===== src/pkg/gtps_pkg.sv =====
// Purpose: Shared constants for the gear-tooth peak/valley switch core
// Assumes: 20 MHz system clock, 500 kHz internal sampling rate
// Notes:   Hysteresis code is a 6-bit value in converter units
package gtps_pkg;
  localparam int          GTPS_ADC_W        = 12;
  localparam int          GTPS_HYS_W        = 6;
  localparam int          GTPS_CLK_HZ       = 20000000;
  localparam int          GTPS_SAMPLE_HZ    = 500000;
  localparam int          GTPS_SAMPLE_DIV   = GTPS_CLK_HZ / GTPS_SAMPLE_HZ;
  localparam int          GTPS_DIV_W        = 6;
  localparam logic [5:0]  GTPS_HYS_DEFAULT  = 6'h10;
  localparam logic        GTPS_OUT_RESET    = 1'b1;
  typedef enum logic [1:0] {GTPS_ST_WAIT_FIRST, GTPS_ST_TRACK_MIN, GTPS_ST_TRACK_MAX} gtps_state_t;
endpackage : gtps_pkg


===== src/hdl/gtps_sample_tick.sv =====
// Purpose: Divider giving a one-cycle sampling enable
// Assumes: Single clock domain
// Notes:   Pulse every DIV cycles
`timescale 1ns/10ps
module gtps_sample_tick
  import gtps_pkg::*;
#(
  parameter int DIV = GTPS_SAMPLE_DIV
)(
  input  wire logic clock,
  input  wire logic reset,
  output logic      tick
);
  logic [GTPS_DIV_W-1:0] cnt_r;

  always_ff @(posedge clock)
  begin
    if (reset)
    begin
      cnt_r <= '0;
      tick  <= 1'b0;
    end
    else if (cnt_r == GTPS_DIV_W'(DIV - 1))
    begin
      cnt_r <= '0;
      tick  <= 1'b1;
    end
    else
    begin
      cnt_r <= cnt_r + 1'b1;
      tick  <= 1'b0;
    end
  end
endmodule : gtps_sample_tick


===== src/hdl/gtps_core.sv =====
// Purpose: Peak/valley tracking switch core of a gear-tooth sensor
// Assumes: adc_sample comes from converter logic on the same clock
// Assumes: hys_code is a static strap from outside this clock domain
// Notes:   high_current_output_level=1 means high supply current
// Notes:   Current pins follow a captured sample after two clocks
// Notes:   hys_code is taken only until the first sample after reset
// Notes:   Until first_min_found rises the level carries no field data
`timescale 1ns/10ps
module gtps_core
  import gtps_pkg::*;
(
  input  wire logic                  clock,
  input  wire logic                  reset,
  input  wire logic [GTPS_ADC_W-1:0] adc_sample,
  input  wire logic [GTPS_HYS_W-1:0] hys_code,
  output logic                       high_current_output_level,
  output logic                       low_current_output_level,
  output logic                       sample_strobe,
  output logic                       first_min_found
);
  logic                  tick;
  logic [GTPS_ADC_W-1:0] hold_r;
  logic                  hold_vld_r;
  logic [GTPS_HYS_W-1:0] hys_r;
  // Hysteresis strap synchroniser and its steadiness test
  logic [GTPS_HYS_W-1:0] hys_meta_r;
  logic [GTPS_HYS_W-1:0] hys_sync_r;
  logic [GTPS_HYS_W-1:0] hys_last_r;
  logic                  hys_steady;
  logic [GTPS_ADC_W:0]   ext_r;
  logic                  ext_vld_r;
  gtps_state_t           state_r;
  logic                  out_r;
  logic                  found_r;

  // Combinational distance terms
  logic [GTPS_ADC_W:0]   cur;
  logic [GTPS_ADC_W:0]   hys_x;
  logic                  fell;
  logic                  rose;

  // Sampling enable, one pulse per converter word
  gtps_sample_tick #(.DIV(GTPS_SAMPLE_DIV)) u_tick
  (
    .clock (clock),
    .reset (reset),
    .tick  (tick)
  );

  // Sample-and-hold of converter word
  always_ff @(posedge clock)
  begin
    if (reset)
    begin
      hold_r     <= '0;
      hold_vld_r <= 1'b0;
    end
    else if (tick)
    begin
      hold_r     <= adc_sample;
      hold_vld_r <= 1'b1;
    end
    else
    begin
      hold_vld_r <= 1'b0;
    end
  end

  // The strap word crosses into this clock through two flops
  always_ff @(posedge clock)
  begin
    if (reset)
    begin
      hys_meta_r <= GTPS_HYS_DEFAULT;
      hys_sync_r <= GTPS_HYS_DEFAULT;
    end
    else
    begin
      hys_meta_r <= hys_code;
      hys_sync_r <= hys_meta_r;
    end
  end

  // A word that held still for a clock is not a torn mix of two codes
  always_ff @(posedge clock)
  begin
    if (reset)
      hys_last_r <= GTPS_HYS_DEFAULT;
    else
      hys_last_r <= hys_sync_r;
  end

  assign hys_steady = (hys_sync_r == hys_last_r);

  // Hysteresis code only changes from reset release until the first sample, never from signal size
  always_ff @(posedge clock)
  begin
    if (reset)
      hys_r <= GTPS_HYS_DEFAULT;
    else if (!found_r && state_r == GTPS_ST_WAIT_FIRST && !ext_vld_r && hys_steady)
      hys_r <= hys_sync_r;
  end

  // Distances are one bit wider than a sample so they never wrap
  assign cur   = {1'b0, hold_r};
  assign hys_x = {{(GTPS_ADC_W + 1 - GTPS_HYS_W){1'b0}}, hys_r};
  assign fell  = (ext_r >= cur) && ((ext_r - cur) >= hys_x);
  assign rose  = (cur >= ext_r) && ((cur - ext_r) >= hys_x);

  // Extreme tracking: thresholds are relative, so any bias works
  always_ff @(posedge clock)
  begin
    if (reset)
    begin
      ext_r     <= '0;
      ext_vld_r <= 1'b0;
      state_r   <= GTPS_ST_WAIT_FIRST;
    end
    else if (hold_vld_r)
    begin
      // First sample after reset only loads the reference
      if (!ext_vld_r)
      begin
        ext_r     <= cur;
        ext_vld_r <= 1'b1;
      end
      else
      begin
        case (state_r)
          // Valley search: follow the minimum, switch high on a rise
          GTPS_ST_WAIT_FIRST, GTPS_ST_TRACK_MIN:
          begin
            if (cur < ext_r)
              ext_r <= cur;
            else if (rose)
            begin
              ext_r   <= cur;
              state_r <= GTPS_ST_TRACK_MAX;
            end
          end
          // Peak search: follow the maximum, switch low on a fall
          GTPS_ST_TRACK_MAX:
          begin
            if (cur > ext_r)
              ext_r <= cur;
            else if (fell)
            begin
              ext_r   <= cur;
              state_r <= GTPS_ST_TRACK_MIN;
            end
          end
          // Unused code falls back to the valley search
          default:
            state_r <= GTPS_ST_WAIT_FIRST;
        endcase
      end
    end
  end

  // Output current level: one flop carries the switching decision
  always_ff @(posedge clock)
  begin
    if (reset)
      out_r <= GTPS_OUT_RESET;
    else if (hold_vld_r && ext_vld_r)
    begin
      if (state_r != GTPS_ST_TRACK_MAX && cur >= ext_r && rose)
        out_r <= 1'b1;
      else if (state_r == GTPS_ST_TRACK_MAX && cur <= ext_r && fell)
        out_r <= 1'b0;
    end
  end

  // First rise after a minimum arms the output until the next reset
  always_ff @(posedge clock)
  begin
    if (reset)
      found_r <= 1'b0;
    else if (hold_vld_r && ext_vld_r && state_r != GTPS_ST_TRACK_MAX && rose)
      found_r <= 1'b1;
  end

  // Complementary current-level pins, both straight from flops
  always_ff @(posedge clock)
  begin
    if (reset)
    begin
      high_current_output_level <= GTPS_OUT_RESET;
      low_current_output_level  <= ~GTPS_OUT_RESET;
    end
    else
    begin
      high_current_output_level <= out_r;
      low_current_output_level  <= ~out_r;
    end
  end

  // One-cycle marker that a held sample has been judged
  always_ff @(posedge clock)
  begin
    if (reset)
      sample_strobe <= 1'b0;
    else
      sample_strobe <= hold_vld_r;
  end

  // Tells the receiver when the level starts to carry field data
  always_ff @(posedge clock)
  begin
    if (reset)
      first_min_found <= 1'b0;
    else
      first_min_found <= found_r;
  end
endmodule : gtps_core


===== config.mk =====
export PLATFORM = sky130hd
export DESIGN_NAME = gtps_core
export DESIGN_NICKNAME = d
export VERILOG_FILES = /design/src/pkg/gtps_pkg.sv /design/src/hdl/gtps_sample_tick.sv /design/src/hdl/gtps_core.sv
export SDC_FILE = /design/constraint.sdc
export NUM_CORES = 1
export LEC_CHECK = 0
export ABC_AREA = 1
export BUFFER_PORTS_ARGS = -buffer_cell sky130_fd_sc_hd__buf_2
export CORE_MARGIN = 1.5
export CORE_UTILIZATION = 62
export CTS_CLUSTER_DIAMETER = 150
export DETAILED_ROUTE_END_ITERATION = 10
export PLACE_DENSITY_LB_ADDON = 0.2
export SLEW_MARGIN = 20
export SYNTH_ARGS = -nofsm -noshare
export SYNTH_HDL_FRONTEND = slang
export SYNTH_SLANG_ARGS = --single-unit

===== constraint.sdc =====
create_clock -name clock -period 3.2 [get_ports clock]
set_input_delay 0.64 -clock clock [delete_from_list [all_inputs] [get_ports clock]]
set_output_delay 0.64 -clock clock [all_outputs]
set_load 0.01 [all_outputs]

==> impl_metrics.ini <==
[outcome]
status = complete, no violations

[synthesis]
avgSynthCellArea_sq_um = 6.63
syn_inst = 641
synth_fp_nets = 699
ys_warn_count = 0
synth-seq-cells = 65
synth_cell_types = 34
syn_area_sq_um = 4250
ys_seq_area_share_pct = 30.6

[floorplanning]
fp.dieW_um = 85.8
rows = 30
die_area_sq_um = 7370
ios = 24
core_area_sq_um = 6720
die_h_um = 85.8
start_util_pct = 63.3

[place]
place_congestion = 1.01
place_hpwl_um = 7410
dp_slack_ps = -30.2
io_buffers = 23
placedCellCount = 729

[clock_tree]
cts_tree = done
root_buffer = clkbuf_8
clock_path_buffers = 2
clk_latency_ps = 350
clk_pin_slew_worst_paths_ps = 80
cts_buffers = 9
cts_htree_levels = 3
cts.sinks = 65

[grt]
grt_remaining_overflow = 0
grtUsageTotal_pct = 27.4
grt_pass1_wl_um = 16000
grt_max_degree = 33
grt_pass1_vias = 3538
antenna_found_initial = 0

[sta]
clock_skew_ps = 15.8
finalMaxSlewViolations = 0
period_share_pct = 94.3
fmax_mhz = 331
maxSlewHeadroom_pct = 40.0
tightest_slew_ps = 900
hold_viol = 0
layout_setup_ws_ps = 181
finalSetupViolCount = 0
fin_crit_ps = 3020

[final_layout]
synthToLayoutAreaGrowth_pct = 10.7
n_antenna_cell = 0
drive_above_1_share_pct = 13.0
fill_cells = 587
layout_commonest_cell = nand2_1
final_cell_mix = nand2_1 (163), inv_1 (126), dfxtp_1 (64)
nets = 723
stdcell_count = 749

[setup_path]
r2r_slack_ps = 180
r2r_start = ext_r[0]$_SDFFE_PP0P_
endpoint = ext_r[3]$_SDFFE_PP0P_
path_max_fanout = 7
r2r-end = ext_r[3]$_SDFFE_PP0P_
start_kind = flop
cp.required_ps = 3430
cp.arrival_ps = 3250
r2r_cells = 18
startpoint = ext_r[0]$_SDFFE_PP0P_
cp-end-kind = flop
path_class = reg2reg

[routing]
wl_um = 9900
drc = 0
vias = 3934
first_pass_iters = 5
viasPerCell = 5.25
wl_per_cell_um = 13.2
first_iter_violations = 285
ant_nets = 0

[flow_run]
max_cap_viol_count = 0

[pwr]
leakage_nw = 2.42
ir_worst_vdd_mv = 0.311
pwr_density_cell_nw_per_um2 = 377

[min_path]
hold_start = hys_meta_r[1]$_SDFF_PP0_
hold_path_class = reg2reg
-- layer usage --
layer | GRT usage, % | vias to the layer above | share of wire [%]
met5 | 0 | - | 0
met1 | 37.3 | 1768 | 47
met2 | 44.1 | 122 | 46
li1 | - | 2028 | -
met3 | 5.77 | 16 | 5.0
met4 | 8.06 | 0 | 1.5
-- power by group --
| part | total, mW | leakage [nW] | internal, mW | switching (mW) |
|---|---|---|---|---|
| Combinational | 0.165 | 1.79 | 0.0622 | 0.103 |
| Clock | 0.771 | 0.106 | 0.438 | 0.333 |
| Sequential | 0.841 | 0.529 | 0.830 | 0.0107 |
| Total | 1.78 | 2.42 | 1.33 | 0.446 |
-- repair_timing --
action / 4_1_cts / 5_1_grt
hold buffers: 0 / 0
pin swaps: 0 / 9
gates resized for setup: 1 / 16
gates cloned: 0 / 3
buffers inserted: 0 / 2
setup endpoints to repair: 12 / 14
-- cell usage after synthesis --
master | number | area share [%]
buf_4 | 2 | 0.35
o21a_1 | 1 | 0.18
buf_1 | 2 | 0.18
nor3_2 | 2 | 0.47
nor2_4 | 1 | 0.26
nand3_4 | 1 | 0.41
nor3_4 | 1 | 0.38
buf_2 | 3 | 0.35
inv_2 | 3 | 0.26
clkbuf_1 | 6 | 0.53
nand3_2 | 1 | 0.24
and2_1 | 1 | 0.15
nor2_2 | 8 | 1.2
xnor2_1 | 3 | 0.62
fa_1 | 2 | 0.94
xor2_1 | 11 | 2.3
dfxtp_1 | 65 | 31
nor3_1 | 4 | 0.47
nand4_1 | 26 | 3.8
nand2_1 | 163 | 14
o21ai_0 | 23 | 2.7
o21bai_1 | 4 | 0.71
a21oi_1 | 37 | 4.4
clkinv_1 | 3 | 0.26
nand2_4 | 2 | 0.53
nand3_1 | 31 | 3.6
nand2_2 | 6 | 0.88
ha_1 | 36 | 11
o2111ai_1 | 1 | 0.21
nor2_1 | 54 | 4.8
o21ai_4 | 1 | 0.38
or2_2 | 5 | 0.74
inv_1 | 129 | 11
buf_6 | 3 | 0.79
-- worst max-delay path: stages (launching register included) --
cell     delay (ps)
dfxtp_1         320
inv_1            70
ha_2            180
inv_2            60
fa_2            400
nand3_1         110
nand3_1         150
xor2_1          190
ha_1            300
nand4_1         110
nand3_1         100
nand2_1          90
nand3_2         100
o21ai_4         310
nand2_8         120
nand3_4         140
nand2_1          60
inv_1            50
nor2_1           40
-- logic make-up (layout without fill, tap and decap cells) --
kind of cell | count (synthesis) | in the layout | synth area share [%]
and+or+nand+nor | 306 | 309 | 32.3
xor gates and xnor gates | 14 | 14 | 2.88
buffers and inverters | 151 | 176 | 14.1
DFF | 65 | 65 | 30.6
AOI/OAI and AO/OA | 67 | 67 | 8.53
adders and majority gates | 38 | 38 | 11.5
-- flip-flops by register name, summed over array words and instances (netlist names) --
name,flops
hold_r,12
u_tick.tick,1
hold_vld_r,1
high_current_output_level,1
sample_strobe,1
state_r,2
u_tick.cnt_r,6
hys_sync_r,6
out_r,1
ext_vld_r,1
hys_meta_r,6
ext_r,12
first_min_found,1
found_r,1
hys_r,6
hys_last_r,6
low_current_output_level,1
-- worst min-delay path by stage --
stage | endpoint | slack, ps | cells past startpoint
floorplan | hys_sync_r[0]$_SDFF_PP0_ | 390 | 2
global placement | hys_sync_r[2]$_SDFF_PP0_ | 390 | 2
detailed placement | hys_sync_r[1]$_SDFF_PP0_ | 390 | 2
CTS | hys_sync_r[1]$_SDFF_PP0_ | 390 | 2
global route | hys_sync_r[1]$_SDFF_PP0_ | 410 | 2
finish | hys_sync_r[1]$_SDFF_PP0_ | 380 | 2
-- stage by stage --
stage | setup TNS [ps] | power, mW | hold WS [ps] | util, % | instance area [sq um]
2_1_floorplan | 0 | 0.966 | 388 | - | 4250
3_3_place_gp | 0 | 0.997 | 392 | 65.2 | 4380
3_5_place_dp | -273 | 1.01 | 393 | 65.2 | 4380
4_1_cts | 0 | 1.77 | 387 | 68.4 | 4600
5_1_grt | -11.1 | 1.86 | 410 | 70.1 | 4710
6_report | 0 | 1.78 | 383 | 70.1 | 4710
-- final cells by class --
| type | instances | area [sq um] | share of cell area (%) |
|---|---|---|---|
| Clock buffer | 9 | 124 | 2.63 |
| Clock inverter | 6 | 90.1 | 1.91 |
| Inverter | 135 | 507 | 10.8 |
| Multi-Input combinational cell | 428 | 2450 | 52.0 |
| Sequential cell | 65 | 1300 | 27.7 |
| Tap cell | 80 | 100 | 2.13 |
| Timing Repair Buffer | 26 | 138 | 2.92 |
(Power assumes the default switching activity.)
